**src/design/motor_ctrl_pkg.sv**
```systemverilog
// motor controller status and control-a constants, shared by design and bench
// assumes a 32-bit apb slave with each register in the low bits of a word, 8 bits wide except option (12) and ratio (4)
// Summary of operation
// - reset clears event status and control a to zero
// - status bit 7 sets when pwm compare preloads reach active copies
// - autoswitched or speed-sensor mode: bits 6 and 5 are ratio pending flags
// - switched mode, bit 6 set: step ratio up, timers shift right, at commutation
// - switched mode, bit 5 set: step ratio down, timers shift left, at commutation
// - bit 4 flags current limitation, bit 3 flags emergency stop
// - bit 2 zero crossing, bit 1 end of demagnetisation, bit 0 commutation
// - writing all ones transfers preloads and sets update flag while clocks run
// - autoswitched mode: hardware sets flags, software writes zero to clear
// - control bit 7 zero puts all six outputs in reset state
// - reset state per output is hi-z, high or low from option bits
// - outputs off, sensorless, pwm sampling: zero sampling per select bit
// - control bit 6 zero stops clocks, event detection and preload transfers
// - register writes still work while peripheral clocks are stopped
// - direct access, clocks off: outputs carry static phase-state levels only
// - clocks off, outputs on: pwm outputs hold 1 voltage, 0 current mode
// - pwm counter held reset while clock off; enabling transfers preloads
// - control bit 5 selects sensorless when zero, position sensor when one
// - flag requests interrupt only with mask set and global mask clear

package motor_ctrl_pkg;
  // register byte offsets
  localparam logic [7:0] OFS_STATUS = 8'h00;
  localparam logic [7:0] OFS_CTRL_A = 8'h04;
  localparam logic [7:0] OFS_MASK   = 8'h08;
  localparam logic [7:0] OFS_OPTION = 8'h0c;
  localparam logic [7:0] OFS_RATIO  = 8'h10;
  // status bit positions
  localparam int BIT_PWM_UPDATE = 7;
  localparam int BIT_RATIO_INC  = 6;
  localparam int BIT_RATIO_DEC  = 5;
  localparam int BIT_CUR_LIMIT  = 4;
  localparam int BIT_EMERGENCY  = 3;
  localparam int BIT_ZERO_CROSS = 2;
  localparam int BIT_DEMAG_END  = 1;
  localparam int BIT_COMMUT     = 0;
  // control a bit positions
  localparam int BIT_OUT_ENABLE = 7;
  localparam int BIT_CLK_ENABLE = 6;
  localparam int BIT_POS_SENSOR = 5;
  // reset values
  localparam logic [7:0]  RST_STATUS = 8'h00;
  localparam logic [7:0]  RST_CTRL_A = 8'h00;
  localparam logic [7:0]  RST_MASK   = 8'h00;
  localparam logic [11:0] RST_OPTION = 12'h000;
  localparam logic [3:0]  RST_RATIO  = 4'h0;
  // special status write value and ratio limits
  localparam logic [7:0] STATUS_FORCE_UPD = 8'hff;
  localparam logic [3:0] RATIO_MAX        = 4'hf;
  localparam logic [3:0] RATIO_MIN        = 4'h0;
  // per-output reset state codes
  localparam logic [1:0] OPT_HIZ  = 2'h0;
  localparam logic [1:0] OPT_HIGH = 2'h1;
  localparam logic [1:0] OPT_LOW  = 2'h2;
  // commutation phase codes
  localparam logic [1:0] SEG_C_TO_D = 2'h0;
  localparam logic [1:0] SEG_D_TO_Z = 2'h1;
  localparam logic [1:0] SEG_Z_TO_C = 2'h2;
endpackage : motor_ctrl_pkg

```
**src/design/motor_ctrl_regs.sv**
```systemverilog
// motor controller event status, control a, mask, option and ratio registers
// assumes an apb master on i_sys_clk and event pulses from same-clock logic
//
// Added by the designer: the APB register port and the placing of the registers.
`timescale 1ns/1ps
`default_nettype none

module motor_ctrl_regs #(
  parameter int NUM_OUT = 6
) (
  // clock and reset
  input  wire logic               i_sys_clk,
  input  wire logic               i_arst_n,
  // apb slave
  input  wire logic               i_psel,
  input  wire logic               i_penable,
  input  wire logic               i_pwrite,
  input  wire logic [7:0]         i_paddr,
  input  wire logic [31:0]        i_pwdata,
  output logic                    o_pready,
  output logic                    o_pslverr,
  output logic [31:0]             o_prdata,
  // hardware events, one-cycle pulses
  input  wire logic               i_pwm_update_done,
  input  wire logic               i_evt_ratio_inc,
  input  wire logic               i_evt_ratio_dec,
  input  wire logic               i_evt_cur_limit,
  input  wire logic               i_evt_emergency,
  input  wire logic               i_evt_zero_cross,
  input  wire logic               i_evt_demag_end,
  input  wire logic               i_evt_commutation,
  // mode inputs from neighbouring registers
  input  wire logic [1:0]         i_sensor_type_select,
  input  wire logic               i_autoswitch_select,
  input  wire logic               i_voltage_current_select,
  input  wire logic               i_direct_access,
  input  wire logic               i_sampling_clock_select,
  input  wire logic               i_zero_sampling_select,
  input  wire logic [2:0]         i_output_mode_bits,
  input  wire logic [1:0]         i_phase_segment,
  input  wire logic               i_global_int_mask,
  // phase sources
  input  wire logic [NUM_OUT-1:0] i_pwm_phase,
  input  wire logic [NUM_OUT-1:0] i_pwm_applied,
  input  wire logic [NUM_OUT-1:0] i_phase_state_register,
  // peripheral control
  output logic                    o_periph_clk_run,
  output logic                    o_pwm_counter_reset,
  output logic                    o_preload_transfer,
  output logic                    o_timer_shift_right,
  output logic                    o_timer_shift_left,
  output logic [3:0]              o_step_ratio_prescaler,
  output logic                    o_zero_sampling_run,
  output logic                    o_demag_sampling_run,
  output logic                    o_pwm_on_low,
  output logic                    o_position_sensor_select,
  // motor outputs
  output logic [NUM_OUT-1:0]      o_motor_phase_outputs,
  output logic [NUM_OUT-1:0]      o_motor_phase_oe,
  // interrupt requests per flag
  output logic [7:0]              o_irq_req
);

  // whole block state
  typedef struct packed {
    logic [7:0]           status;
    logic [7:0]           ctrl;
    logic [7:0]           mask;
    logic [2*NUM_OUT-1:0] option;
    logic [3:0]           ratio;
    logic                 cke_d;
    logic                 upd;
    logic                 shr;
    logic                 shl;
    logic [NUM_OUT-1:0]   mco;
    logic [NUM_OUT-1:0]   mco_oe;
  } state_type;

  state_type s_r;
  state_type s_nxt;

  logic       wr_en;
  logic       flag_mode;
  logic       cke;
  logic       motor_output_enable;
  logic       upd_req;
  logic [7:0] wbyte;
  logic [7:0] hw_set;

  // address decode used by the write enable and the error response
  function automatic logic addr_mapped(input logic [7:0] a);
    addr_mapped = (a == motor_ctrl_pkg::OFS_STATUS) || (a == motor_ctrl_pkg::OFS_CTRL_A) ||
                  (a == motor_ctrl_pkg::OFS_MASK) || (a == motor_ctrl_pkg::OFS_OPTION) ||
                  (a == motor_ctrl_pkg::OFS_RATIO);
  endfunction : addr_mapped

  // common terms
  assign wr_en     = i_psel && i_penable && i_pwrite && addr_mapped(i_paddr);
  assign wbyte     = i_pwdata[7:0];
  assign cke       = s_r.ctrl[motor_ctrl_pkg::BIT_CLK_ENABLE];
  assign motor_output_enable       = s_r.ctrl[motor_ctrl_pkg::BIT_OUT_ENABLE];
  assign flag_mode = i_autoswitch_select || (i_sensor_type_select != 2'h0);

  // next-state logic
  always_comb begin
    s_nxt   = s_r;
    s_nxt.upd = 1'b0;
    s_nxt.shr = 1'b0;
    s_nxt.shl = 1'b0;
    upd_req = cke && !s_r.cke_d;
    s_nxt.cke_d = cke;
    // register writes work with clocks stopped
    if (wr_en) begin
      case (i_paddr)
        motor_ctrl_pkg::OFS_STATUS: begin
          s_nxt.status = s_r.status & wbyte;
          if (!flag_mode) begin
            s_nxt.status[6:5] = wbyte[6:5];
          end
          if (wbyte == motor_ctrl_pkg::STATUS_FORCE_UPD) begin
            upd_req = 1'b1;
          end
        end
        motor_ctrl_pkg::OFS_CTRL_A: s_nxt.ctrl   = wbyte;
        motor_ctrl_pkg::OFS_MASK:   s_nxt.mask   = wbyte;
        motor_ctrl_pkg::OFS_OPTION: s_nxt.option = i_pwdata[2*NUM_OUT-1:0];
        motor_ctrl_pkg::OFS_RATIO:  s_nxt.ratio  = i_pwdata[3:0];
        default: ;
      endcase
    end
    // preload transfer only with clocks running
    s_nxt.upd = upd_req && cke;
    // hardware sets after the write so a set beats a same-cycle clear
    hw_set = {s_nxt.upd || i_pwm_update_done,
              flag_mode && i_evt_ratio_inc,
              flag_mode && i_evt_ratio_dec,
              i_evt_cur_limit,
              i_evt_emergency,
              i_evt_zero_cross,
              i_evt_demag_end,
              i_evt_commutation};
    s_nxt.status = s_nxt.status | (hw_set & {8{cke}});
    // switched mode ratio commands act at commutation
    if (cke && i_evt_commutation && !flag_mode) begin
      if (s_r.status[motor_ctrl_pkg::BIT_RATIO_INC] && s_r.ratio != motor_ctrl_pkg::RATIO_MAX) begin
        s_nxt.ratio = s_r.ratio + 4'h1;
        s_nxt.shr   = 1'b1;
      end else if (s_r.status[motor_ctrl_pkg::BIT_RATIO_DEC] && s_r.ratio != motor_ctrl_pkg::RATIO_MIN) begin
        s_nxt.ratio = s_r.ratio - 4'h1;
        s_nxt.shl   = 1'b1;
      end
    end
    // motor output drive per channel
    for (int k = 0; k < NUM_OUT; k++) begin
      if (!motor_output_enable) begin
        s_nxt.mco_oe[k] = (s_r.option[2*k +: 2] != motor_ctrl_pkg::OPT_HIZ);
        s_nxt.mco[k]    = (s_r.option[2*k +: 2] == motor_ctrl_pkg::OPT_HIGH);
      end else begin
        s_nxt.mco_oe[k] = 1'b1;
        if (i_direct_access && !cke) begin
          s_nxt.mco[k] = i_phase_state_register[k];
        end else if (i_direct_access) begin
          s_nxt.mco[k] = i_pwm_applied[k] ? i_pwm_phase[k] : i_phase_state_register[k];
        end else if (!cke) begin
          if (i_pwm_applied[k]) begin
            s_nxt.mco[k] = !i_voltage_current_select;
          end else begin
            s_nxt.mco[k] = s_r.mco[k];
          end
        end else begin
          s_nxt.mco[k] = i_pwm_phase[k];
        end
      end
    end
  end

  // state register
  always_ff @(posedge i_sys_clk or negedge i_arst_n) begin
    if (!i_arst_n) begin
      s_r.status <= motor_ctrl_pkg::RST_STATUS;
      s_r.ctrl   <= motor_ctrl_pkg::RST_CTRL_A;
      s_r.mask   <= motor_ctrl_pkg::RST_MASK;
      s_r.option <= {(NUM_OUT/6){motor_ctrl_pkg::RST_OPTION}};
      s_r.ratio  <= motor_ctrl_pkg::RST_RATIO;
      s_r.cke_d  <= 1'b0;
      s_r.upd    <= 1'b0;
      s_r.shr    <= 1'b0;
      s_r.shl    <= 1'b0;
      s_r.mco    <= '0;
      s_r.mco_oe <= '0;
    end else begin
      s_r <= s_nxt;
    end
  end

  // apb answer, zero wait states
  always_comb begin
    o_prdata = 32'h0000_0000;
    case (i_paddr)
      motor_ctrl_pkg::OFS_STATUS: o_prdata[7:0]           = s_r.status;
      motor_ctrl_pkg::OFS_CTRL_A: o_prdata[7:0]           = s_r.ctrl;
      motor_ctrl_pkg::OFS_MASK:   o_prdata[7:0]           = s_r.mask;
      motor_ctrl_pkg::OFS_OPTION: o_prdata[2*NUM_OUT-1:0] = s_r.option;
      motor_ctrl_pkg::OFS_RATIO:  o_prdata[3:0]           = s_r.ratio;
      default: o_prdata = 32'h0000_0000;
    endcase
  end
  assign o_pready  = 1'b1;
  assign o_pslverr = i_psel && i_penable && !addr_mapped(i_paddr);

  // peripheral control outputs
  assign o_periph_clk_run         = cke;
  assign o_pwm_counter_reset      = !cke;
  assign o_preload_transfer       = s_r.upd;
  assign o_timer_shift_right      = s_r.shr;
  assign o_timer_shift_left       = s_r.shl;
  assign o_step_ratio_prescaler   = s_r.ratio;
  assign o_position_sensor_select = s_r.ctrl[motor_ctrl_pkg::BIT_POS_SENSOR];
  assign o_demag_sampling_run     = cke;
  // zero sampling with outputs off in sensorless pwm-rate sampling follows the select bit
  assign o_zero_sampling_run = cke && (motor_output_enable || o_position_sensor_select || i_sampling_clock_select ||
                                       i_zero_sampling_select);
  // pwm polarity per commutation phase
  always_comb begin
    case (i_phase_segment)
      motor_ctrl_pkg::SEG_C_TO_D: o_pwm_on_low = i_output_mode_bits[2];
      motor_ctrl_pkg::SEG_D_TO_Z: o_pwm_on_low = o_position_sensor_select ? i_output_mode_bits[2]
                                                                            : i_output_mode_bits[1];
      motor_ctrl_pkg::SEG_Z_TO_C: o_pwm_on_low = i_output_mode_bits[0];
      default: o_pwm_on_low = i_output_mode_bits[0];
    endcase
  end
  assign o_motor_phase_outputs = s_r.mco;
  assign o_motor_phase_oe      = s_r.mco_oe;
  // level requests held while flag and mask are both set and global mask is clear
  assign o_irq_req = s_r.status & s_r.mask & {8{!i_global_int_mask}};
endmodule : motor_ctrl_regs

`default_nettype wire

```
**config.mk**
```make
export PLATFORM = sky130hd
export DESIGN_NAME = motor_ctrl_regs
export DESIGN_NICKNAME = d
export VERILOG_FILES = /design/src/design/motor_ctrl_pkg.sv /design/src/design/motor_ctrl_regs.sv
export SDC_FILE = /design/constraint.sdc
export NUM_CORES = 1
export LEC_CHECK = 0
export BUFFER_PORTS_ARGS = -buffer_cell sky130_fd_sc_hd__buf_2
export CORE_MARGIN = 4
export CORE_UTILIZATION = 52
export CTS_BUF_LIST = sky130_fd_sc_hd__clkbuf_8 sky130_fd_sc_hd__clkbuf_16
export CTS_CLUSTER_SIZE = 12
export DETAILED_ROUTE_END_ITERATION = 7
export PLACE_DENSITY_LB_ADDON = 0.05
export RECOVER_POWER = 50
export SLEW_MARGIN = 15
export SYNTH_ARGS = -nofsm -noshare
export SYNTH_HDL_FRONTEND = slang
export SYNTH_SLANG_ARGS = --single-unit
```
**constraint.sdc**
```tcl
create_clock -name i_sys_clk -period 6.02 [get_ports i_sys_clk]
set_clock_uncertainty 0.2 [all_clocks]
set_input_delay 1.204 -clock i_sys_clk [delete_from_list [all_inputs] [get_ports i_sys_clk]]
set_output_delay 1.204 -clock i_sys_clk [all_outputs]
set_load 0.02 [all_outputs]
```
After elaboration in Yosys (flattened, before gate mapping)
Index checks and enable logic that the tools add are counted.
{ "op_classes": {"div": 0, "shifts": 0, "n_mul": 0, "n_reduce_logical": 42, "mux": 64, "order_cmp": 0, "eq_ne": 19, "bitwise_logic": 5, "addsub": 2} }
{ "op_table": {"columns": ["op", "n"], "rows": [
  ["$mux 1", 49],
  ["$mux 40", 1],
  ["$and 8x8->8", 4],
  ["$ne 5x4->1 const B", 6],
  ["$mux 8", 3],
  ["$mux 4", 5],
  ["$pmux 4 s5", 1],
  ["$eq 8x4->1 const B", 2],
  ["$pmux 4 s4", 1],
  ["$eq 2x1->1 const B", 7],
  ["$logic_and 1x1->1", 14],
  ["$reduce_bool 2->1", 7],
  ["$mux 12", 1],
  ["$logic_or 1x1->1", 9],
  ["$eq 8x3->1 const B", 1],
  ["$eq 8x5->1 const B", 1],
  ["$eq 8x8->1 const B", 1],
  ["$logic_not 8->1", 1],
  ["$or 8x8->8", 1],
  ["$logic_not 1->1", 6],
  ["$reduce_and 2->1", 3],
  ["$add 4x1->4 const B", 1],
  ["$mux 2", 2],
  ["$ne 4x4->1 const B", 1],
  ["other kinds (4)", 4]
]} }
{ "word_totals": {"elab_cells": 148, "latch_bits": 0, "input_bits": 84, "mem_bits_ro": 0, "regBits": 56, "n_memories": 0, "output_inout_bits": 67, "ramBits": 0} }

Longest topological paths before layout
Gate-level depths: netlist (run 1).
{ "logic_depth": {"depth_word": 11, "ltp_mapped": 6, "depth_no_buf": 6} }

Worst setup path before layout (run 1)
OpenSTA, ideal clock, no wires.
{ "synth_timing": {"kind": "in2out", "startpoint": "input i_paddr[5]", "endpoint": "output o_prdata[0]", "t_required_ps": 4616, "stages": 4, "setup_slack_ps": 2011, "t_arrival_ps": 2605, "path_buffers": 1, "cell_sequence": "or4_1 buf_2 nor3_1 a32o_1"} }
{ "synth_between": {"elab_chain_len": 2, "word_cells_on_any_way": 6, "cone_classes": "eq/ne: 4; mux: 1; reduce/logical: 1"} }
{ "synth_lines": {"columns": ["item", "line", "source"], "rows": [
  ["from (decl)", "motor_ctrl_regs.sv:18", "input wire logic [7:0] i_paddr,"],
  ["$eq 8x5->1 (tied with other cells)", "motor_ctrl_regs.sv:199", "case (i_paddr)"],
  ["$pmux 4 s5 (*)", "motor_ctrl_regs.sv:199", null],
  ["to (decl)", "motor_ctrl_regs.sv:22", "output logic [31:0] o_prdata,"]
]} }
Mark *: on every way between the ends. The rest lies on a longest branch, timed or not.

Worst setup path after layout (run 1)
Same ends and word-level chain as after synthesis.

==> results of run 1 <==
## per-layer routing
layer	routed length [microns]	up-vias	global-route usage	part of all wire
met1	3990	1433	0.315	0.46
met3	511	9	0.0392	0.058
met5	0	-	0	0
met4	108	0	0.0536	0.012
li1	-	1401	-	-
met2	4130	103	0.348	0.47
## final cells by class
cell class	count	area [sq um]
inverters	10	37.5
well taps	77	96.3
repair buffers	110	534
clock buffers	6	82.6
multi-input cells	264	1790
fillers	594	2500
flip-flops and latches	56	1400
clock inverters	2	11.3
## how the worst max path moves through the flow
stage                           from     endpoint  slack, ns  cells past startpoint
after floorplan           i_paddr[5]  o_prdata[0]       2.01                      4
after global placement    i_paddr[5]  o_prdata[0]       1.46                      5
after detailed placement  i_paddr[5]  o_prdata[0]       1.43                      5
after CTS                 i_paddr[5]  o_prdata[0]       1.42                      5
after global routing      i_paddr[5]  o_prdata[0]       1.33                      5
final                     i_paddr[5]  o_prdata[0]       1.41                      5
## registers in the layout, summed over array words and instances, names as in the netlist
name	cells
o_preload_transfer	1
o_step_ratio_prescaler	4
motor_output_enable	1
o_motor_phase_outputs	6
o_demag_sampling_run	1
o_motor_phase_oe	6
o_timer_shift_right	1
o_position_sensor_select	1
s_r	34
o_timer_shift_left	1
## through the flow
stage / util / power (uW) / hold WS [ns] / setup WS [ns]
after global routing: 0.612 / 778 / 0.285 / 1.33
after global placement: 0.601 / 532 / 0.240 / 1.46
after CTS: 0.615 / 747 / 0.257 / 1.42
final: 0.612 / 740 / 0.254 / 1.41
after detailed placement: 0.601 / 535 / 0.244 / 1.43
after floorplan: - / 496 / 0.219 / 2.01
## power groups by stage
| stage | Clock (uW) | Sequential [uW] | Combinational (uW) |
|---|---|---|---|
| 3_5_place_dp | 0 | 416 | 119 |
| 3_3_place_gp | 0 | 415 | 116 |
| 6_report | 213 | 409 | 118 |
| 5_1_grt | 234 | 412 | 132 |
| 4_1_cts | 219 | 408 | 120 |
| 2_1_floorplan | 0 | 408 | 88.0 |
## synth_stat cells (2+ instances only)
cell type | count | area (sq um)
o211ai_1 | 5 | 37.5
nor2_1 | 20 | 75.1
and2_1 | 9 | 56.3
o22ai_1 | 3 | 18.8
nand4_1 | 4 | 25.0
clkbuf_1 | 13 | 48.8
or3_1 | 8 | 50.1
ha_1 | 2 | 25.0
inv_1 | 10 | 37.5
or3b_2 | 2 | 17.5
or4_4 | 2 | 22.5
mux4_2 | 4 | 90.1
nand3_1 | 12 | 60.1
mux2_2 | 28 | 315
buf_1 | 2 | 7.51
nor3_1 | 2 | 10.0
nand2b_1 | 10 | 62.6
nand2_1 | 36 | 135
o21ai_0 | 11 | 55.1
o31ai_1 | 8 | 60.1
dfrtp_1 | 56 | 1400
nand3b_1 | 4 | 30.0
mux2i_1 | 15 | 150
a32o_1 | 3 | 30.0
nor2b_1 | 8 | 50.1
o311ai_0 | 3 | 26.3
buf_4 | 38 | 285
a31oi_1 | 2 | 12.5
nor3b_1 | 5 | 37.5
a21oi_1 | 10 | 50.1
or2_2 | 4 | 25.0
conb_1 | 2 | 7.51
o21a_1 | 5 | 37.5
nor4_1 | 4 | 25.0
## worst register-to-register path: stages (launching register included)
cell      delay (ns)
dfrtp_1         0.94
inv_1           0.36
o311ai_0        0.19
o211ai_1        0.16
a22o_1          0.20
## cell usage in the layout, fill, tap and decap left out, types with 4 or more instances in the layout
| master | Yosys | layout |
|---|---|---|
| o21a_1 | 5 | 5 |
| nand3_1 | 12 | 12 |
| o21ai_0 | 11 | 11 |
| nand2_1 | 36 | 36 |
| or2_2 | 4 | 4 |
| nor2b_1 | 8 | 8 |
| a21oi_1 | 10 | 10 |
| nand3b_1 | 4 | 4 |
| nor3b_1 | 5 | 5 |
| o211ai_1 | 5 | 5 |
| conb_1 | 2 | 21 |
| o31ai_1 | 8 | 8 |
| nand2b_1 | 10 | 10 |
| mux4_2 | 4 | 4 |
| dfrtp_1 | 56 | 56 |
| nor4_1 | 4 | 4 |
| clkbuf_1 | 13 | 13 |
| inv_1 | 10 | 11 |
| nor2_1 | 20 | 20 |
| mux2i_1 | 15 | 15 |
| and2_1 | 9 | 9 |
| buf_2 | 1 | 97 |
| mux2_2 | 28 | 28 |
| or3_1 | 8 | 8 |
| nand4_1 | 4 | 4 |
| clkbuf_8 | 0 | 6 |
## cells by family after synthesis
logic type / count (synthesis) / synth area share
other: 2 / 0.00214
buffers and inverters: 65 / 0.112
multiplexers: 47 / 0.158
adder cells (fa/ha/maj): 2 / 0.00712
AND/OR/NAND/NOR: 135 / 0.205
flip-flops: 56 / 0.399
AO/OA/AOI/OAI: 58 / 0.114
XOR/XNOR: 1 / 0.00249
==> summary.md, run 1 <==
| Metric | Value |
|---|---|
| Total track usage | 0.220 |
| Syn-to-layout area delta | 12.5% |
| Routed wire length | 8740 microns |
| Switch share | 0.283 |
| First-pass GRT wire length | between 10,000 and 15,000 microns |
| Number of cells upsized or downsized after cts | 0 |
| CP max stage cell | nor3_1 |
| Die Area | approximately 8000 sq um |
| Post-DRT Antenna Nets | 0 |
| Startpoint types | primary input |
| Peak supply drop | between 0.1 and 0.15 mV |
| DR vias/cell | around 5.6 |
| Core area | roughly 6500 sq um |
| CTS tree | built |
| FF-to-FF End | o_motor_phase_outputs[0]$_DFFE_PN0P_ |
| TritonCTS Buffers | 5 |
| Largest net degree at the start of global routing | 57 |
| Kind of critical path | in2out |
| Post-Syn Instances | approximately 370 |
| Iter 0 DRT Violations | 142 |
| Die H | approximately 90 microns |
| Post-CTS Hold Fix Bufs | 0 |
| Failing checks | max-capacitance violations, max-slew violations |
| Cell area after placement | 3880 sq um |
| Headroom to the max-slew limit | -1.06 |
| Worst Path Max Fanout | 8 |
| Reg2Reg Setup Slack | about 3.9 ns |
| Seq/Total Area, Yosys | 0.399 |
| Final Hold Viols | 0 |
| Run status | finished, violations left |
| Clock power frac | 0.288 |
| Cell area after layout | 3950 sq um |
| Top FF cell, synth | dfrtp_1 |
| Data required time of the critical path | between 4 and 5 ns |
| Pins Over Slew Limit | 57 |
| Placed cell count | 517 |
| Period minus WS final | approximately 4.6 ns |
| Total gr overflow | 0 |
| PwrDens | 187 nW/um^2 |
| Starting density of the core | 0.544 |
| Clk Tree Root Cell | clkbuf_8 |
| Max incr delay on CP | approximately 0.81 ns |
| CTS HTree Levels | 2 |
| #FFs+latches synth | 56 |
| HP Start | s_r[15]$_DFF_PN0_ |
| Clk pin slew, worst setup/hold paths | 0.10 ns |
| Vias in the first global route | 2,866 |
| DIE WIDTH | between 90 and 100 microns |
| Routability cong. | between 0.8 and 0.9 |
| Final worst path period share | 0.767 |
| CP top delay family | simple AND/OR/NAND/NOR gates |
| Hold path depth | 1 |
| Flop pwr share | 0.552 |
| Most used cell, CP | buf_2 |
| Switching power | roughly 210 uW |
| Clk buf depth | 2 |
| # diodes | 0 |
| Ports | between 150 and 200 |
| Hold EP | o_preload_transfer$_DFF_PN0_ |
| R2R Path Start | o_demag_sampling_run$_DFFE_PN0P_ |
| Fmax | 217 MHz |
| Min-delay worst type | reg2reg |
| Nets | 533 |
| Critical Path, Cell by Cell | buf_2, or4_1, nor3_1, a32o_1, buf_2 |
| # rows | 29 |
| Per-cell routed wire length | around 17 microns |
| Syn Area/Cell | 9.61 sq um |
| R2R cell count | 4 |
| RSZ-0062 raised after global routing | no |
| Via Count | between 2,000 and 3,000 |
| Yosys warning count | 0 |
| HPWL Detailed | 6500 microns |
| Initial antenna violation count | 0 |
| IO Port Bufs | 109 |
| DR DRC count | 0 |
| Leakage | 0.00199 uW |
| Post-synth EDFFs | 0 |
| Cell area after synthesis | 3520 sq um |
| Post-CTS Setup Bufs | 0 |
| # Max-Cap Violations | 1 |
| Async SR Flop Fraction | 1.00 |
| Worst-Margin Slew | between 3 and 4 ns |
| Clock Sinks | 56 |
| Synth unique cells | 50 |
| CP bufs+invs | 2 |
| Gate power share | 0.159 |
| Arr. time, crit path | approximately 3.2 ns |
| Final cell count without fillers | 525 |
| Layout cells sized above 1 | 0.324 |
| # setup viols final | 0 |
| P_int | approximately 530 uW |
| Clk Latency, worst-skew pair | 0.31 ns |
| CP Capture Type | primary output |
| First-pass iteration count of the detailed router | 4 |
| Setup TNS | 0 ns |
Power figures use the tool's default switching activity.
==> run 2, diff against run 1 <==
CORE_UTILIZATION = 44   (was 52)
clock period = 4 ns   (was 6.02 ns; I/O delays follow)
==> run 2 against run 1 <==
Against the previous run:
- via count did not move
- non-clock buffer count rose by 4
- the flow still finishes with violations (max-capacitance violations, max-slew violations)
- flip-flop and latch count did not move
==> summary.md, run 2 (synthesis results as in run 1) <==
| Metric | Value |
|---|---|
| Clk pin slew, worst setup/hold paths | 0.11 ns (was 0.10 ns) |
| Total track usage | 0.205 (was 0.220) |
| Biggest register | s_r (unchanged) |
| CTS HTree Levels | 2 (unchanged) |
| Leakage | 0.00199 uW (about the same) |
| Min-delay worst type | reg2reg (unchanged) |
| Iter 0 DRT Violations | 145 (was 142) |
| Run status | finished, violations left (unchanged) |
| Post-DRT Antenna Nets | 0 (unchanged) |
| Switching power | 343 uW (was 209 uW) |
| Peak supply drop | 0.128 mV (was 0.103 mV) |
| R2R cell count | 6 (was 4) |
| TritonCTS Buffers | 5 (unchanged) |
| Layout cells sized above 1 | 0.323 (was 0.324) |
| DIE WIDTH | 97.4 microns (was 90.2 microns) |
| Switch share | 0.303 (was 0.283) |
| Setup TNS | 0 ns (unchanged) |
| Kind of critical path | in2out (unchanged) |
| Fillers | 769 (was 594) |
| Headroom to the max-slew limit | -0.456 (was -1.06) |
| Starting density of the core | 0.453 (was 0.544) |
| Number of cells upsized or downsized after cts | 0 (unchanged) |
| R2R Path Start | o_step_ratio_prescaler[0]$_DFF_PN0_ (was o_demag_sampling_run$_DFFE_PN0P_) |
| Final Hold Viols | 0 (unchanged) |
| Arr. time, crit path | 2.31 ns (was 3.21 ns) |
| Fin util | 0.517 (was 0.612) |
| Failing checks | max-capacitance violations, max-slew violations (unchanged) |
| First-pass GRT wire length | 15,600 microns (was 14,600 microns) |
| Most common cell after layout, fill and taps aside | buf_2 (unchanged) |
| Reg2Reg Setup Slack | 1.83 ns (was 3.87 ns) |
| DR DRC count | 0 (unchanged) |
| Hold EP | o_preload_transfer$_DFF_PN0_ (unchanged) |
| RSZ-0062 raised after global routing | no (unchanged) |
| FF-to-FF End | o_step_ratio_prescaler[3]$_DFF_PN0_ (was o_motor_phase_outputs[0]$_DFFE_PN0P_) |
| Most frequent cells in the layout | buf_2, dfrtp_1, nand2_1, mux2_2, conb_1 (unchanged) |
| P_int | 790 uW (was 531 uW) |
| Clk buf depth | 2 (unchanged) |
| First-pass iteration count of the detailed router | 4 (unchanged) |
| HPWL Detailed | 7100 microns (was 6500 microns) |
| Clock Sinks | 56 (unchanged) |
| Clk Tree Root Cell | clkbuf_8 (unchanged) |
| Largest register FFs | 34 (unchanged) |
| Hold path depth | 1 (unchanged) |
| Routed wire length | 9570 microns (was 8740 microns) |
| Clock power frac | 0.297 (was 0.288) |
| Cell area after layout | 4010 sq um (was 3950 sq um) |
| Via Count | 2,946 (unchanged) |
| Startpoint types | primary input (unchanged) |
| Hold Worst Slack | 0.263 ns (was 0.254 ns) |
| Vias in the first global route | 2,997 (was 2,866) |
| CTS tree | built (unchanged) |
| Core area | 7770 sq um (was 6460 sq um) |
| Worst Path Max Fanout | 6 (was 8) |
| Total gr overflow | 0 (unchanged) |
| Cell area after placement | 3940 sq um (was 3880 sq um) |
| # rows | 32 (was 29) |
| Per-cell routed wire length | 17.3 microns (was 16.6 microns) |
| IO Port Bufs | 109 (unchanged) |
| Routability cong. | 0.797 (was 0.814) |
| Syn-to-layout area delta | 14.1% (was 12.5%) |
| Post-CTS Hold Fix Bufs | 0 (unchanged) |
| Ports | 151 (unchanged) |
| # setup viols final | 0 (unchanged) |
| DR vias/cell | 5.32 (was 5.61) |
| Fmax | 302 MHz |
| Initial antenna violation count | 0 (unchanged) |
| Worst-Margin Slew | 2.18 ns (was 3.09 ns) |
| # diodes | 0 (unchanged) |
| Data required time of the critical path | 3.00 ns (was 4.62 ns) |
| Final worst path period share | 0.827 |
| Die Area | 9480 sq um (was 8140 sq um) |
| Largest net degree at the start of global routing | 39 (was 57) |
| HP Start | s_r[15]$_DFF_PN0_ (unchanged) |
| Flop pwr share | 0.544 (was 0.552) |
| CP Capture Type | primary output (unchanged) |
| Post-CTS Setup Bufs | 0 (unchanged) |
| Period minus WS final | approximately 3.3 ns |
| Nets | 537 (was 533) |
| Clk Latency, worst-skew pair | 0.32 ns (was 0.31 ns) |
| Gate power share | 0.159 (about the same) |
| Die H | 97.4 microns (was 90.2 microns) |
| Total Power | 1130 uW (was 740 uW) |
| Pins Over Slew Limit | 39 (was 57) |
| # Max-Cap Violations | 1 (unchanged) |
| PwrDens | 282 nW/um^2 (was 187 nW/um^2) |
-- run 2: routing by layer --
metal	wire length, microns	part of all wire	GRT usage	vias up
li1	-	-	-	1416
met1	4400	0.46	0.281	1436
met2	4590	0.48	0.341	88
met3	502	0.052	0.0373	6
met4	82	0.0086	0.0426	0
met5	0	0	0	-
-- run 2: final cells by class --
type	count	area, sq um	share of cell area
multi-input combinational	264	1790	0.446
clock buffer	5	68.8	0.0171
inverter	10	37.5	0.00935
timing repair buffer	114	559	0.139
tap	102	128	0.0318
clock inverter	3	27.5	0.00686
sequential	56	1400	0.349
-- run 2: power groups by stage --
stage	sequential, uW	clock [uW]	combinational (uW)
global placement	626	0	180
CTS	616	353	183
detailed placement	627	0	183
global route	620	379	200
finish	616	337	180
floorplan	615	0	132
-- run 2: critical path: stages --
cell    delay [ns]
buf_2         0.09
or4_1         0.62
nor4_1        0.31
buf_4         0.20
and2_1        0.13
buf_2         0.16
-- run 2: metrics by stage --
stage                     setup slack [ns]  cells
after floorplan                      0.799    385
after global placement               0.689    546
after detailed placement             0.674    546
after CTS                            0.673    554
after global routing                 0.542    554
final                                0.691    554
-- run 2: worst max-delay path by stage --
stage,from,to
2_1_floorplan,i_paddr[5],o_prdata[0]
3_3_place_gp,i_paddr[5],o_prdata[8]
3_5_place_dp,i_paddr[5],o_prdata[9]
4_1_cts,i_paddr[5],o_prdata[9]
5_1_grt,i_paddr[5],o_prdata[9]
6_report,i_paddr[5],o_prdata[9]
